$ cat config.mk
export PLATFORM = sky130hd
export DESIGN_NAME = lhci_top
export DESIGN_NICKNAME = d
export VERILOG_FILES = /design/src/hdl/lhci_pkg.sv /design/src/hdl/lhci_top.sv
export SDC_FILE = /design/constraint.sdc
export NUM_CORES = 1
export LEC_CHECK = 0
export BUFFER_PORTS_ARGS = -buffer_cell sky130_fd_sc_hd__buf_2
export CAP_MARGIN = 20
export CORE_MARGIN = 2
export CORE_UTILIZATION = 48
export DETAILED_ROUTE_END_ITERATION = 8
export PLACE_DENSITY = 0.73
export SLEW_MARGIN = 10
export SYNTH_ARGS = -nofsm -noshare
export SYNTH_HDL_FRONTEND = slang
export SYNTH_SLANG_ARGS = --single-unit
$ cat constraint.sdc
create_clock -name clk -period 2.7 [get_ports clk]
set_input_delay 0.81 -clock clk [delete_from_list [all_inputs] [get_ports clk]]
set_output_delay 0.81 -clock clk [all_outputs]
set_load 0.005 [all_outputs]
$ cat src/hdl/lhci_pkg.sv
// Purpose: Shared constants for the display controller host command interface.
// Assumes: Command bytes are 8 bits; link straps are sampled through synchronisers.
// Notes: Opcodes are given as a mask and a match value each.
package lhci_pkg;

  // ----------------------------------------------------------------
  // Link selection by the three mode straps {sel_2, sel_1, sel_0}.
  // ----------------------------------------------------------------
  localparam logic [2:0] MODE_SPI = 3'h0;
  localparam logic [2:0] MODE_I2C = 3'h5;
  localparam logic [2:0] MODE_PAR_STROBES = 3'h6;
  localparam logic [2:0] MODE_PAR_ENABLE = 3'h7;

  // ----------------------------------------------------------------
  // Command opcodes as mask and match value.
  // ----------------------------------------------------------------
  localparam logic [7:0] MSK_NIB = 8'hF0;
  localparam logic [7:0] MSK_ALL = 8'hFF;
  localparam logic [7:0] MSK_B0 = 8'hFE;
  localparam logic [7:0] MSK_B10 = 8'hFC;
  localparam logic [7:0] OP_COL_LO = 8'h00;
  localparam logic [7:0] OP_COL_HI = 8'h10;
  localparam logic [7:0] MSK_SCROLL = 8'hC0;
  localparam logic [7:0] OP_SCROLL = 8'h40;
  localparam logic [7:0] OP_PAGE = 8'hB0;
  localparam logic [7:0] OP_CONTRAST = 8'h81;
  localparam logic [7:0] OP_PARTIAL = 8'h84;
  localparam logic [7:0] MSK_ADV = 8'hF8;
  localparam logic [7:0] OP_ADV = 8'h88;
  localparam logic [7:0] OP_FRAME = 8'hA0;
  localparam logic [7:0] OP_ALLON = 8'hA4;
  localparam logic [7:0] OP_INVERT = 8'hA6;
  localparam logic [7:0] OP_DISPLAY = 8'hAE;
  localparam logic [7:0] MSK_SCAN = 8'hF9;
  localparam logic [7:0] OP_SCAN = 8'hC0;
  localparam logic [7:0] OP_SOFT_RESET = 8'hE2;
  localparam logic [7:0] OP_NOP = 8'hE3;
  localparam logic [7:0] OP_BIAS = 8'hE8;
  localparam logic [7:0] OP_TEST = 8'hF0;
  localparam logic [7:0] OP_COM_END = 8'hF1;
  localparam logic [7:0] OP_PART_START = 8'hF2;
  localparam logic [7:0] OP_PART_END = 8'hF3;

  // ----------------------------------------------------------------
  // Reset values of the settings.
  // ----------------------------------------------------------------
  localparam logic [7:0] RST_CONTRAST = 8'h00;
  localparam logic [5:0] RST_COM_END = 6'h3F;
  localparam logic [5:0] RST_PART_START = 6'h00;
  localparam logic [5:0] RST_PART_END = 6'h3F;
  localparam logic [2:0] RST_ADV = 3'h0;
  localparam logic [1:0] RST_BIAS = 2'h0;
  localparam logic [1:0] RST_FRAME = 2'h0;

  // ----------------------------------------------------------------
  // Identity and serial constants. The chip ID and I2C address below are arbitrary.
  // ----------------------------------------------------------------
  localparam logic [2:0] CHIP_ID = 3'h5;
  localparam logic [6:0] I2C_ADDR = 7'h3C;
  localparam logic [3:0] I2C_LAST_BIT = 4'h7;
  localparam logic [3:0] I2C_ACK_BIT = 4'h8;
  localparam logic [3:0] I2C_ACK_END = 4'h9;
  localparam logic [2:0] SPI_LAST_BIT = 3'h7;

  // Pending second byte of a two-byte command.
  typedef enum logic [2:0] {
    ARG_NONE = 3'b000,
    ARG_CONTRAST = 3'b001,
    ARG_COM_END = 3'b011,
    ARG_PART_START = 3'b010,
    ARG_PART_END = 3'b110
  } lhci_arg_t;

  typedef enum logic [1:0] {
    I2C_IDLE = 2'b00,
    I2C_ADDRESS = 2'b01,
    I2C_WRITE = 2'b11,
    I2C_READ = 2'b10
  } lhci_i2c_t;

endpackage

$ cat src/hdl/lhci_top.sv
// Purpose: Host link and command decoder of a 192x64 graphic display controller.
// Assumes: All host link pins are asynchronous to clk and pass a two-flop synchroniser.
// Notes: Display RAM itself lies outside; this block issues its writes and reads.
`timescale 1ns/1ps

module lhci_top (
  // Clock and reset
  input wire logic clk,
  input wire logic reset,
  // Host link pins
  input wire logic bus_mode_sel_0,
  input wire logic bus_mode_sel_1,
  input wire logic bus_mode_sel_2,
  input wire logic chip_select_n,
  input wire logic cmd_data_select,
  input wire logic read_or_enable_strobe,
  input wire logic write_or_direction_strobe,
  input wire logic [7:0] data_in,
  output logic [7:0] data_out,
  output logic [7:0] data_oe,
  // Status inputs from the display engine
  input wire logic status_flag_bit4,
  input wire logic status_flag_bit3,
  // Display RAM port
  output logic ram_wr_en,
  output logic [7:0] ram_wr_data,
  input wire logic [7:0] ram_rd_data,
  // Settings
  output logic [7:0] column_addr,
  output logic [3:0] page_addr,
  output logic [5:0] start_line,
  output logic [7:0] contrast_value,
  output logic partial_enable,
  output logic [2:0] addr_advance_ctrl,
  output logic [1:0] frame_rate_sel,
  output logic all_pixels_on,
  output logic invert_display,
  output logic display_on_not_powerdown,
  output logic com_mirror,
  output logic seg_mirror,
  output logic [1:0] bias_ratio,
  output logic [5:0] com_end_line,
  output logic [5:0] partial_start_line,
  output logic [5:0] partial_end_line,
  output logic test_table_sel,
  output logic soft_reset_pulse
);

  // ----------------------------------------------------------------
  // Helpers
  // ----------------------------------------------------------------
  function automatic logic op_is(input logic [7:0] b, input logic [7:0] m, input logic [7:0] v);
    op_is = (b & m) == v;
  endfunction

  function automatic logic [7:0] read_value(input logic dc, input logic second,
                                            input logic [7:0] ram, input logic f4,
                                            input logic f3, input logic sm, input logic cm);
    if (dc)
      read_value = ram;
    else if (second)
      read_value = {6'h00, lhci_pkg::CHIP_ID[2:1]};
    else
      read_value = {lhci_pkg::CHIP_ID[0], sm, cm, f4, f3, 3'h0};
  endfunction

  // ----------------------------------------------------------------
  // Pin synchronisers and edge history
  // ----------------------------------------------------------------
  localparam int PW = 15;
  logic [PW-1:0] pin_raw;
  logic [PW-1:0] sync1;
  logic [PW-1:0] sync2;
  logic [PW-1:0] hist;

  assign pin_raw = {bus_mode_sel_2, bus_mode_sel_1, bus_mode_sel_0, chip_select_n,
                    cmd_data_select, read_or_enable_strobe, write_or_direction_strobe,
                    data_in};

  always_ff @(posedge clk) begin
    if (reset) begin
      sync1 <= {PW{1'b1}};
      sync2 <= {PW{1'b1}};
      hist <= {PW{1'b1}};
    end else begin
      sync1 <= pin_raw;
      sync2 <= sync1;
      hist <= sync2;
    end
  end

  wire [2:0] mode = sync2[14:12];
  wire cs_on = ~sync2[11];
  wire dc = sync2[10];
  wire rd_now = sync2[9];
  wire rd_was = hist[9];
  wire wr_now = sync2[8];
  wire wr_was = hist[8];
  wire [7:0] bus_was = hist[7:0];
  wire dc_was = hist[10];
  wire scl_now = sync2[0];
  wire scl_was = hist[0];
  wire sda_now = sync2[1];
  wire sda_was = hist[1];

  wire mode_spi = mode == lhci_pkg::MODE_SPI;
  wire mode_i2c = mode == lhci_pkg::MODE_I2C;
  wire mode_pst = mode == lhci_pkg::MODE_PAR_STROBES;
  wire mode_pen = mode == lhci_pkg::MODE_PAR_ENABLE;
  wire mode_par = mode_pst | mode_pen;

  // ----------------------------------------------------------------
  // Parallel bus
  // ----------------------------------------------------------------
  // Strobe style takes a write on the rising edge of the write strobe; enable style
  // takes it on the falling edge of enable with direction low.
  wire pst_wr = mode_pst & cs_on & wr_now & ~wr_was;
  wire pen_wr = mode_pen & cs_on & ~rd_now & rd_was & ~wr_was;
  wire par_take = pst_wr | pen_wr;
  wire pst_rd = mode_pst & cs_on & ~rd_now;
  wire pen_rd = mode_pen & cs_on & rd_now & wr_now;
  wire par_rd_active = pst_rd | pen_rd;
  wire pst_rd_end = mode_pst & cs_on & rd_now & ~rd_was;
  wire pen_rd_end = mode_pen & cs_on & ~rd_now & rd_was & wr_was;
  wire par_rd_end = pst_rd_end | pen_rd_end;

  // ----------------------------------------------------------------
  // Four-line serial, write only
  // ----------------------------------------------------------------
  logic [6:0] spi_shift;
  logic [2:0] spi_count;
  wire spi_rise = mode_spi & cs_on & scl_now & ~scl_was;
  wire spi_take = spi_rise & (spi_count == lhci_pkg::SPI_LAST_BIT);

  always_ff @(posedge clk) begin
    if (reset || !cs_on) begin
      spi_shift <= 7'h00;
      spi_count <= 3'h0;
    end else if (spi_rise) begin
      spi_shift <= {spi_shift[5:0], sda_now};
      spi_count <= spi_count + 3'h1;
    end
  end

  // ----------------------------------------------------------------
  // I2C slave
  // ----------------------------------------------------------------
  lhci_pkg::lhci_i2c_t i2c_state;
  logic [7:0] i2c_shift;
  logic [3:0] i2c_count;
  logic [7:0] i2c_tx;
  logic i2c_addr_ok;
  logic i2c_rw;
  logic sda_low;
  logic status_second;
  wire i2c_on = mode_i2c & cs_on;
  wire i2c_start = i2c_on & scl_now & scl_was & sda_was & ~sda_now;
  wire i2c_stop = i2c_on & scl_now & scl_was & ~sda_was & sda_now;
  wire i2c_rise = i2c_on & scl_now & ~scl_was & (i2c_state != lhci_pkg::I2C_IDLE);
  wire i2c_fall = i2c_on & ~scl_now & scl_was & (i2c_state != lhci_pkg::I2C_IDLE);
  wire i2c_byte = i2c_rise & (i2c_count == lhci_pkg::I2C_LAST_BIT);
  wire [7:0] i2c_rx = {i2c_shift[6:0], sda_now};
  wire i2c_take = i2c_byte & (i2c_state == lhci_pkg::I2C_WRITE);
  wire i2c_rd_ack = i2c_rise & (i2c_count == lhci_pkg::I2C_ACK_BIT);
  wire i2c_rd_end = i2c_rd_ack & (i2c_state == lhci_pkg::I2C_READ);
  wire i2c_load = i2c_fall & (i2c_count == lhci_pkg::I2C_ACK_END);
  wire [7:0] rd_byte = read_value(dc, status_second, ram_rd_data, status_flag_bit4,
                                  status_flag_bit3, seg_mirror, com_mirror);
  wire [2:0] tx_bit = 3'h7 - i2c_count[2:0];

  always_ff @(posedge clk) begin
    if (reset || !i2c_on || i2c_stop) begin
      i2c_state <= lhci_pkg::I2C_IDLE;
      i2c_count <= 4'h0;
      sda_low <= 1'b0;
    end else if (i2c_start) begin
      i2c_state <= lhci_pkg::I2C_ADDRESS;
      i2c_count <= 4'h0;
      sda_low <= 1'b0;
    end else if (i2c_rise) begin
      i2c_count <= i2c_count + 4'h1;
      if (i2c_rd_end && sda_now)
        i2c_state <= lhci_pkg::I2C_IDLE;
    end else if (i2c_fall) begin
      if (i2c_count == lhci_pkg::I2C_ACK_BIT) begin
        sda_low <= (i2c_state == lhci_pkg::I2C_ADDRESS) ? i2c_addr_ok
                 : (i2c_state == lhci_pkg::I2C_WRITE);
      end else if (i2c_load) begin
        i2c_count <= 4'h0;
        if (i2c_state == lhci_pkg::I2C_ADDRESS && !i2c_addr_ok)
          i2c_state <= lhci_pkg::I2C_IDLE;
        else if (i2c_state == lhci_pkg::I2C_ADDRESS)
          i2c_state <= i2c_rw ? lhci_pkg::I2C_READ : lhci_pkg::I2C_WRITE;
        sda_low <= (i2c_rw && i2c_addr_ok) ? ~rd_byte[7] : 1'b0;
      end else if (i2c_state == lhci_pkg::I2C_READ) begin
        sda_low <= ~i2c_tx[tx_bit];
      end
    end
  end

  always_ff @(posedge clk) begin
    if (reset) begin
      i2c_shift <= 8'h00;
      i2c_tx <= 8'h00;
      i2c_addr_ok <= 1'b0;
      i2c_rw <= 1'b0;
    end else begin
      if (i2c_rise)
        i2c_shift <= i2c_rx;
      if (i2c_byte && i2c_state == lhci_pkg::I2C_ADDRESS) begin
        i2c_addr_ok <= i2c_rx[7:1] == lhci_pkg::I2C_ADDR;
        i2c_rw <= i2c_rx[0];
      end
      if (i2c_load)
        i2c_tx <= rd_byte;
    end
  end

  // ----------------------------------------------------------------
  // Byte merge and read bookkeeping
  // ----------------------------------------------------------------
  wire byte_take = par_take | spi_take | i2c_take;
  wire [7:0] byte_val = par_take ? bus_was : spi_take ? {spi_shift, sda_now} : i2c_rx;
  wire byte_dc = par_take ? dc_was : dc;
  wire cmd_take = byte_take & ~byte_dc;
  wire rd_end = par_rd_end | i2c_rd_end;
  wire rd_end_dc = par_rd_end ? dc_was : dc;

  always_ff @(posedge clk) begin
    if (reset || byte_take)
      status_second <= 1'b0;
    else if (par_rd_end && !dc_was)
      status_second <= ~status_second;
  end

  // ----------------------------------------------------------------
  // Command decoder
  // ----------------------------------------------------------------
  lhci_pkg::lhci_arg_t arg_state;
  wire in_arg = arg_state != lhci_pkg::ARG_NONE;
  wire new_cmd = cmd_take & ~in_arg;
  wire arg_take = cmd_take & in_arg;
  wire c_col_lo = new_cmd & op_is(byte_val, lhci_pkg::MSK_NIB, lhci_pkg::OP_COL_LO);
  wire c_col_hi = new_cmd & op_is(byte_val, lhci_pkg::MSK_NIB, lhci_pkg::OP_COL_HI);
  wire c_scroll = new_cmd & op_is(byte_val, lhci_pkg::MSK_SCROLL, lhci_pkg::OP_SCROLL);
  wire c_page = new_cmd & op_is(byte_val, lhci_pkg::MSK_NIB, lhci_pkg::OP_PAGE);
  wire c_contr = new_cmd & op_is(byte_val, lhci_pkg::MSK_ALL, lhci_pkg::OP_CONTRAST);
  wire c_part = new_cmd & op_is(byte_val, lhci_pkg::MSK_B0, lhci_pkg::OP_PARTIAL);
  wire c_adv = new_cmd & op_is(byte_val, lhci_pkg::MSK_ADV, lhci_pkg::OP_ADV);
  wire c_frame = new_cmd & op_is(byte_val, lhci_pkg::MSK_B10, lhci_pkg::OP_FRAME);
  wire c_allon = new_cmd & op_is(byte_val, lhci_pkg::MSK_B0, lhci_pkg::OP_ALLON);
  wire c_inv = new_cmd & op_is(byte_val, lhci_pkg::MSK_B0, lhci_pkg::OP_INVERT);
  wire c_disp = new_cmd & op_is(byte_val, lhci_pkg::MSK_B0, lhci_pkg::OP_DISPLAY);
  wire c_scan = new_cmd & op_is(byte_val, lhci_pkg::MSK_SCAN, lhci_pkg::OP_SCAN);
  wire c_srst = new_cmd & op_is(byte_val, lhci_pkg::MSK_ALL, lhci_pkg::OP_SOFT_RESET);
  wire c_bias = new_cmd & op_is(byte_val, lhci_pkg::MSK_B10, lhci_pkg::OP_BIAS);
  wire c_test = new_cmd & op_is(byte_val, lhci_pkg::MSK_ALL, lhci_pkg::OP_TEST);
  wire c_cend = new_cmd & op_is(byte_val, lhci_pkg::MSK_ALL, lhci_pkg::OP_COM_END);
  wire c_pst = new_cmd & op_is(byte_val, lhci_pkg::MSK_ALL, lhci_pkg::OP_PART_START);
  wire c_pend = new_cmd & op_is(byte_val, lhci_pkg::MSK_ALL, lhci_pkg::OP_PART_END);
  wire data_wr = byte_take & byte_dc;
  wire data_rd = rd_end & rd_end_dc;
  wire any_reset = reset | c_srst;

  always_ff @(posedge clk) begin
    if (reset)
      arg_state <= lhci_pkg::ARG_NONE;
    else if (arg_take)
      arg_state <= lhci_pkg::ARG_NONE;
    else if (c_contr)
      arg_state <= lhci_pkg::ARG_CONTRAST;
    else if (c_cend)
      arg_state <= lhci_pkg::ARG_COM_END;
    else if (c_pst)
      arg_state <= lhci_pkg::ARG_PART_START;
    else if (c_pend)
      arg_state <= lhci_pkg::ARG_PART_END;
  end

  // Undefined bytes match no decode term and change nothing.
  always_ff @(posedge clk) begin
    if (any_reset) begin
      column_addr <= 8'h00;
      page_addr <= 4'h0;
      start_line <= 6'h00;
    end else begin
      if (c_col_lo)
        column_addr[3:0] <= byte_val[3:0];
      else if (c_col_hi)
        column_addr[7:4] <= byte_val[3:0];
      else if (data_wr || data_rd)
        column_addr <= column_addr + 8'h01;
      if (c_page)
        page_addr <= byte_val[3:0];
      if (c_scroll)
        start_line <= byte_val[5:0];
    end
  end

  always_ff @(posedge clk) begin
    if (any_reset) begin
      contrast_value <= lhci_pkg::RST_CONTRAST;
      com_end_line <= lhci_pkg::RST_COM_END;
      partial_start_line <= lhci_pkg::RST_PART_START;
      partial_end_line <= lhci_pkg::RST_PART_END;
    end else if (arg_take) begin
      case (arg_state)
        lhci_pkg::ARG_CONTRAST: contrast_value <= byte_val;
        lhci_pkg::ARG_COM_END: com_end_line <= byte_val[5:0];
        lhci_pkg::ARG_PART_START: partial_start_line <= byte_val[5:0];
        lhci_pkg::ARG_PART_END: partial_end_line <= byte_val[5:0];
        default: contrast_value <= contrast_value;
      endcase
    end
  end

  always_ff @(posedge clk) begin
    if (any_reset) begin
      partial_enable <= 1'b0;
      addr_advance_ctrl <= lhci_pkg::RST_ADV;
      frame_rate_sel <= lhci_pkg::RST_FRAME;
      all_pixels_on <= 1'b0;
      invert_display <= 1'b0;
      display_on_not_powerdown <= 1'b0;
      com_mirror <= 1'b0;
      seg_mirror <= 1'b0;
      bias_ratio <= lhci_pkg::RST_BIAS;
      test_table_sel <= 1'b0;
    end else begin
      if (c_part)
        partial_enable <= byte_val[0];
      if (c_adv)
        addr_advance_ctrl <= byte_val[2:0];
      if (c_frame)
        frame_rate_sel <= byte_val[1:0];
      if (c_allon)
        all_pixels_on <= byte_val[0];
      if (c_inv)
        invert_display <= byte_val[0];
      if (c_disp)
        display_on_not_powerdown <= byte_val[0];
      if (c_scan) begin
        com_mirror <= byte_val[2];
        seg_mirror <= byte_val[1];
      end
      if (c_bias)
        bias_ratio <= byte_val[1:0];
      if (c_test)
        test_table_sel <= 1'b1;
    end
  end

  // ----------------------------------------------------------------
  // Outputs to RAM and pins
  // ----------------------------------------------------------------
  wire [7:0] next_oe = mode_par ? {8{par_rd_active}} : {4'h0, {3{sda_low}}, 1'b0};
  wire [7:0] next_out = mode_par ? rd_byte : 8'h00;

  always_ff @(posedge clk) begin
    if (reset) begin
      ram_wr_en <= 1'b0;
      ram_wr_data <= 8'h00;
      soft_reset_pulse <= 1'b0;
      data_out <= 8'h00;
      data_oe <= 8'h00;
    end else begin
      ram_wr_en <= data_wr;
      ram_wr_data <= byte_val;
      soft_reset_pulse <= c_srst;
      data_out <= next_out;
      data_oe <= next_oe;
    end
  end

endmodule

# Yosys cells after proc, flatten, opt, wreduce, memory -nomap -nowiden
# Cells that the tools add are included.
# Widths: inputs -> output; s select.
# word_totals
reg_bits	159
inputBits	27
output_inout_bits	84
word_cells	242
# op_classes
n_addsub	4
magnitude_cmp	1
n_eq_ne	37
muxes	35
bitwise_logic	81
reduce_logical	43
# op_table
op	count
$and 1x1->1	57
$eq 8x8->1 const B	6
$mux 8	5
$mux 4	8
$eq 7x7->1 const B	4
$mux 2	10
$eq 6x6->1 const B	3
$reduce_bool 3->1	6
$not 1->1	16
$eq 3x3->1 const B	5
$eq 4x4->1 const B	3
$reduce_and 2->1	6
$mux 1	11
$reduce_and 5->1	2
$reduce_bool 2->1	5
$add 8x1->8 const B	1
$logic_not 8->1	1
$or 1x1->1	8
$reduce_bool 4->1	2
$eq 7x6->1 const B	1
$eq 3x2->1 const B	2
$reduce_and 3->1	2
$reduce_or 2->1	3
$eq 5x5->1 const B	1
20 further kinds	33

# Logic depth before layout (Yosys ltp)
# depth
word_depth	15
ltp_mapped	12
depth_no_buf	9

# Worst setup path before layout
# OpenSTA, ideal clock, no wires.
# synth_path
path_kind	reg2reg
startpoint	register spi_count[0]
endpoint	register contrast_value[4]
setup_time_ns	0.115
t_arrival_ns	2.467
required_ns	2.585
path_slack_ns	0.117
path_stages_with_launch	13
path_buffers	3
period_less_slack_ns	2.583
cell_sequence	dfxtp_1 > ha_1 > ha_1 > or3b_2 > buf_2 > nor2_8 > o21ba_4 > or2_1 > buf_4 > or4b_1 > buf_6 > mux2i_1 > nor2_1
# synth_via
elab_chain_len	8
word_cells_on_any_way	13
classes_between	eq/ne (2); mux (2); bitwise (8); reduce/logical (1)
# synth_lines
item	line_no	source
from (decl)	lhci_top.sv:131	logic [2:0] spi_count;
from (signal assigned)	lhci_top.sv:141	spi_count <= spi_count + 3'h1;
$eq 3x3->1 (*)	lhci_top.sv:133	wire spi_take = spi_rise & (spi_count == lhci_pkg::SPI_LAST_BIT);
$and 1x1->1 (*)	lhci_top.sv:133	
$or 1x1->1 (2 in a row)	lhci_top.sv:222	wire byte_take = par_take | spi_take | i2c_take;
$and 1x1->1	lhci_top.sv:225	wire cmd_take = byte_take & ~byte_dc;
$and 1x1->1	lhci_top.sv:241	wire new_cmd = cmd_take & ~in_arg;
$and 1x1->1	lhci_top.sv:255	wire c_srst = new_cmd & op_is(byte_val, lhci_pkg::MSK_ALL, lhci_pkg::OP_SOFT_RESET);
$or 1x1->1	lhci_top.sv:263	wire any_reset = reset | c_srst;
to (signal assigned)	lhci_top.sv:302	contrast_value <= lhci_pkg::RST_CONTRAST;
to (signal assigned)	lhci_top.sv:308	lhci_pkg::ARG_CONTRAST: contrast_value <= byte_val;
to (signal assigned)	lhci_top.sv:312	default: contrast_value <= contrast_value;
to (decl)	lhci_top.sv:32	output logic [7:0] contrast_value,
# Every way passes the cells marked *; elsewhere a longest branch is shown, timed or not.
# A chain may end at the register's enable or synchronous reset.

# Final worst setup path
# layout_path
startpoint	register sync2[11]
endpoint	register arg_state[0]
# layout_via
elab_chain_len	14
word_cells_on_any_way	41
classes_between	eq/ne (4); mux (6); bitwise (29); reduce/logical (2)
# layout_lines
item	line_no	source
from (decl)	lhci_top.sv:73	logic [PW-1:0] sync2;
from (signal assigned)	lhci_top.sv:83	sync2 <= {PW{1'b1}};
from (signal assigned)	lhci_top.sv:87	sync2 <= sync1;
$not 1->1 (*)	lhci_top.sv:93	wire cs_on = ~sync2[11];
$and 1x1->1, on equally long branches	lhci_top.sv:118, lhci_top.sv:156	
$and 1x1->1, on equally long branches (3 in a row)	lhci_top.sv:118, lhci_top.sv:159	
$or 1x1->1 / $and 1x1->1 (equally long branches)	lhci_top.sv:119, lhci_top.sv:161	
$or 1x1->1 (tied with other cells)	lhci_top.sv:222	
$or 1x1->1 / $not 1->1 (equally long branches)	lhci_top.sv:222, lhci_top.sv:225	
$and 1x1->1	lhci_top.sv:225	
$and 1x1->1	lhci_top.sv:241	
$and 1x1->1	lhci_top.sv:259	wire c_pst = new_cmd & op_is(byte_val, lhci_pkg::MSK_ALL, lhci_pkg::OP_PART_START);
$mux 2	lhci_top.sv:274	else if (c_pst)
$mux 2	lhci_top.sv:272	else if (c_cend)
$mux 1	lhci_top.sv:270	else if (c_contr)
to (signal assigned)	lhci_top.sv:271	arg_state <= lhci_pkg::ARG_CONTRAST;
to (signal assigned)	lhci_top.sv:273	arg_state <= lhci_pkg::ARG_COM_END;
to (signal assigned)	lhci_top.sv:275	arg_state <= lhci_pkg::ARG_PART_START;
to (decl)	lhci_top.sv:239	lhci_pkg::lhci_arg_t arg_state;
# Marked as above.

==> qor.yml <==
cts_sinks: 157
synth_seq_cells: 157
wl_mm: 16.16
io_pins: 111
drt_pass1_iterations: 7
row_count: 42
fp.coreArea_um2: 13240
post-place-ws_ns: -0.2896
synthCells: 677
cts_root_buffer: "clkbuf_16"
synth_common_cells: "dfxtp_1, nor2_1, mux2i_1"
avgViaCountPerCell: 5.363
grt_pass1_wl_mm: 25.65
synthToLayoutAreaGrowth_pct: 26.96
cts_max_level: 4
crit_fanout: 9
setup_viol: 0
nNetsFinal: 853
synth_area_leaders: "dfxtp_1, mux2i_1, nor2_1"
dp_hpwl_mm: 11.60
crit_chain: "or4b_1 > buf_4 > o21ai_1 > a31oi_4 > nor4b_2 > nor3b_1 > o21ai_0 > a21oi_1"
n_antenna_cell: 0
gp_congestion: 0.9325
hold_class: "reg -> reg"
clock_latency_ns: 0.43
synth_edf_count: 0
post_dp_cell_area_um2: 7445
drcViolationCount: 0
final.setup.tns_ns: 0
synth_area_per_cell_um2: 9.618
track_usage_pct: 22.67
synth_top_cell_area_share_pct: 48.27
clkTransAtPathRegs_ns: 0.06
path_class: "reg -> reg"
drtIter0Drc: 457
max_freq_ghz: 0.3776
start_util_pct: 49.17
numCtsBuffers: 17
synthArstFlopShare_pct: 0
chipWidth_um: 120.5
drv_slew: 0
synth_nets: 710
cts.path.max_buffers: 2
critPathMaxStageDelay_ns: 0.56
port_buffers: 110
antenna_found_initial: 0
post-synth-top-count-cell: "dfxtp_1"
slowest_stage: "or4b_1"
ys_types: 67
die-area_um2: 14510
grt.overflow.total: 0
power_density_nw_per_um2: 619.4
grt_pass1_vias: 5145
stdcell_area_um2: 8267
fin_crit_sh_pct: 98.08
ir_drop_mv: 0.5615
fill_cells: 1093
design_power_total_mw: 5.121
synth_warnings: 0
power_leakage_nw: 3.586
final.min_clock_period_ns: 2.648
final_hold_viol_count: 0
wl_per_cell_um: 16.02
arrival_ns: 3.01
skew_ns: 0.007027
rsz0062_at_grt: "true"
cts_hold_buf: 0
tritoncts: "yes"
relSlewSlack_pct: 41.77
ant_nets: 0
end_kind: "flip-flop"
ys.flop_type: "dfxtp_1"
synth.cell_area_um2: 6511
status: "complete, no violations"
required_ns: 3.06
hold_slack_ns: 0.4045
yosysTopAreaCell: "dfxtp_1"
worst_pin_slew_ns: 0.8644
die_y_um: 120.5
drive_above_1_share_pct: 35.29
yosysSeqAreaShare_pct: 48.27
grt_max_degree: 51
vias: 5411
worst_slack_ns: 0.05176
start_kind: "flip-flop"
maxCapViolCount: 0
## worst max-delay path, delay by kind of cell, from the launching register on
kind                   cells  cell delay [ns]
and+or+nand+nor            3             1.28
AOI/OAI and AO/OA          4             0.71
buffers and inverters      1             0.20
DFF                        1             0.39
## cell families (layout without fill, tap and decap cells)
logic type                 count (synthesis)  after routing  share of synthesized area [%]
AOI/OAI and AO/OA                        122            122                          13.09
xor gates and xnor gates                  11             11                          1.480
adders and majority gates                  6              6                          1.153
buffers and inverters                     54            210                          4.362
DFF                                      157            157                          48.27
muxes                                     52             52                          8.397
and+or+nand+nor                          275            275                          23.25
## layout make-up
type                       instances  area (um2)  area share [%]
tap                              176       220.2           2.664
inverter                           8       30.03          0.3633
clock inverter                    13       211.5           2.558
sequential                       157        3147           38.07
clock buffer                      19       432.9           5.237
timing repair buffer             170        1021           12.35
multi-input combinational        466        3204           38.76
## stage by stage
step	cells	utilization, %
after floorplan	677	-
after global placement	970	56.22
after detailed placement	970	56.22
after CTS	1002	61.16
after global routing	1009	62.42
final	1009	62.42
## placed cells by master, fill, tap and decap left out, types with 6 or more instances in the layout
cell and instances:
o21ai_1 6, nor2_1 95, buf_2 110, buf_4 57
a211oi_1 23, dfxtp_1 154, or2_2 43, o21ai_0 10
a21oi_1 29, inv_1 8, nand4_1 7, o211ai_1 14
clkbuf_16 17, xor2_1 7, nand3_1 18, or3_1 6
nand2b_1 6, mux2i_1 48, nand2_1 46
## where the power goes
group	internal, mW	switching, mW
logic	0.0650	0.0822
clock network	1.65	0.953
registers	2.35	0.0208
## layer usage
metal | global-route usage [%] | vias up | wire, um
met2 | 35.03 | 186 | 7430
met5 | 0 | - | 0
met4 | 7.631 | 0 | 312
met3 | 5.991 | 33 | 939
li1 | - | 2662 | -
met1 | 30.83 | 2530 | 7477
## state kept, by name, summed over array words and instances (netlist names), 4 cells and up
| name | count |
|---|---|
| spi_shift | 7 |
| column_addr | 8 |
| sync2 | 15 |
| partial_end_line | 6 |
| ram_wr_data | 8 |
| start_line | 6 |
| hist | 11 |
| i2c_tx | 8 |
| i2c_count | 4 |
| i2c_shift | 7 |
| partial_start_line | 6 |
| contrast_value | 8 |
| com_end_line | 6 |
| data_out | 8 |
| page_addr | 4 |
| sync1 | 15 |
## timing repair
item | CTS | global route
gates resized for setup | 4 | 27
setup endpoints to repair | 49 | 63
buffers inserted | 0 | 7
pin swaps | 0 | 6
## worst paths after layout
| check | slack, ns | endpoint | depth (start not counted) | start |
|---|---|---|---|---|
| setup / recovery | 0.05 | arg_state[0]$_SDFFE_PP0P_ | 8 | sync2[11]$_SDFF_PP1_ |
| hold / removal | 0.40 | sync2[5]$_SDFF_PP1_ | 1 | sync1[5]$_SDFF_PP1_ |
| setup reg to reg | 0.05 | arg_state[0]$_SDFFE_PP0P_ | 8 | sync2[11]$_SDFF_PP1_ |
| hold reg to reg | 0.40 | sync2[5]$_SDFF_PP1_ | 1 | sync1[5]$_SDFF_PP1_ |
Note: power is estimated with default switching activity, not from simulation.
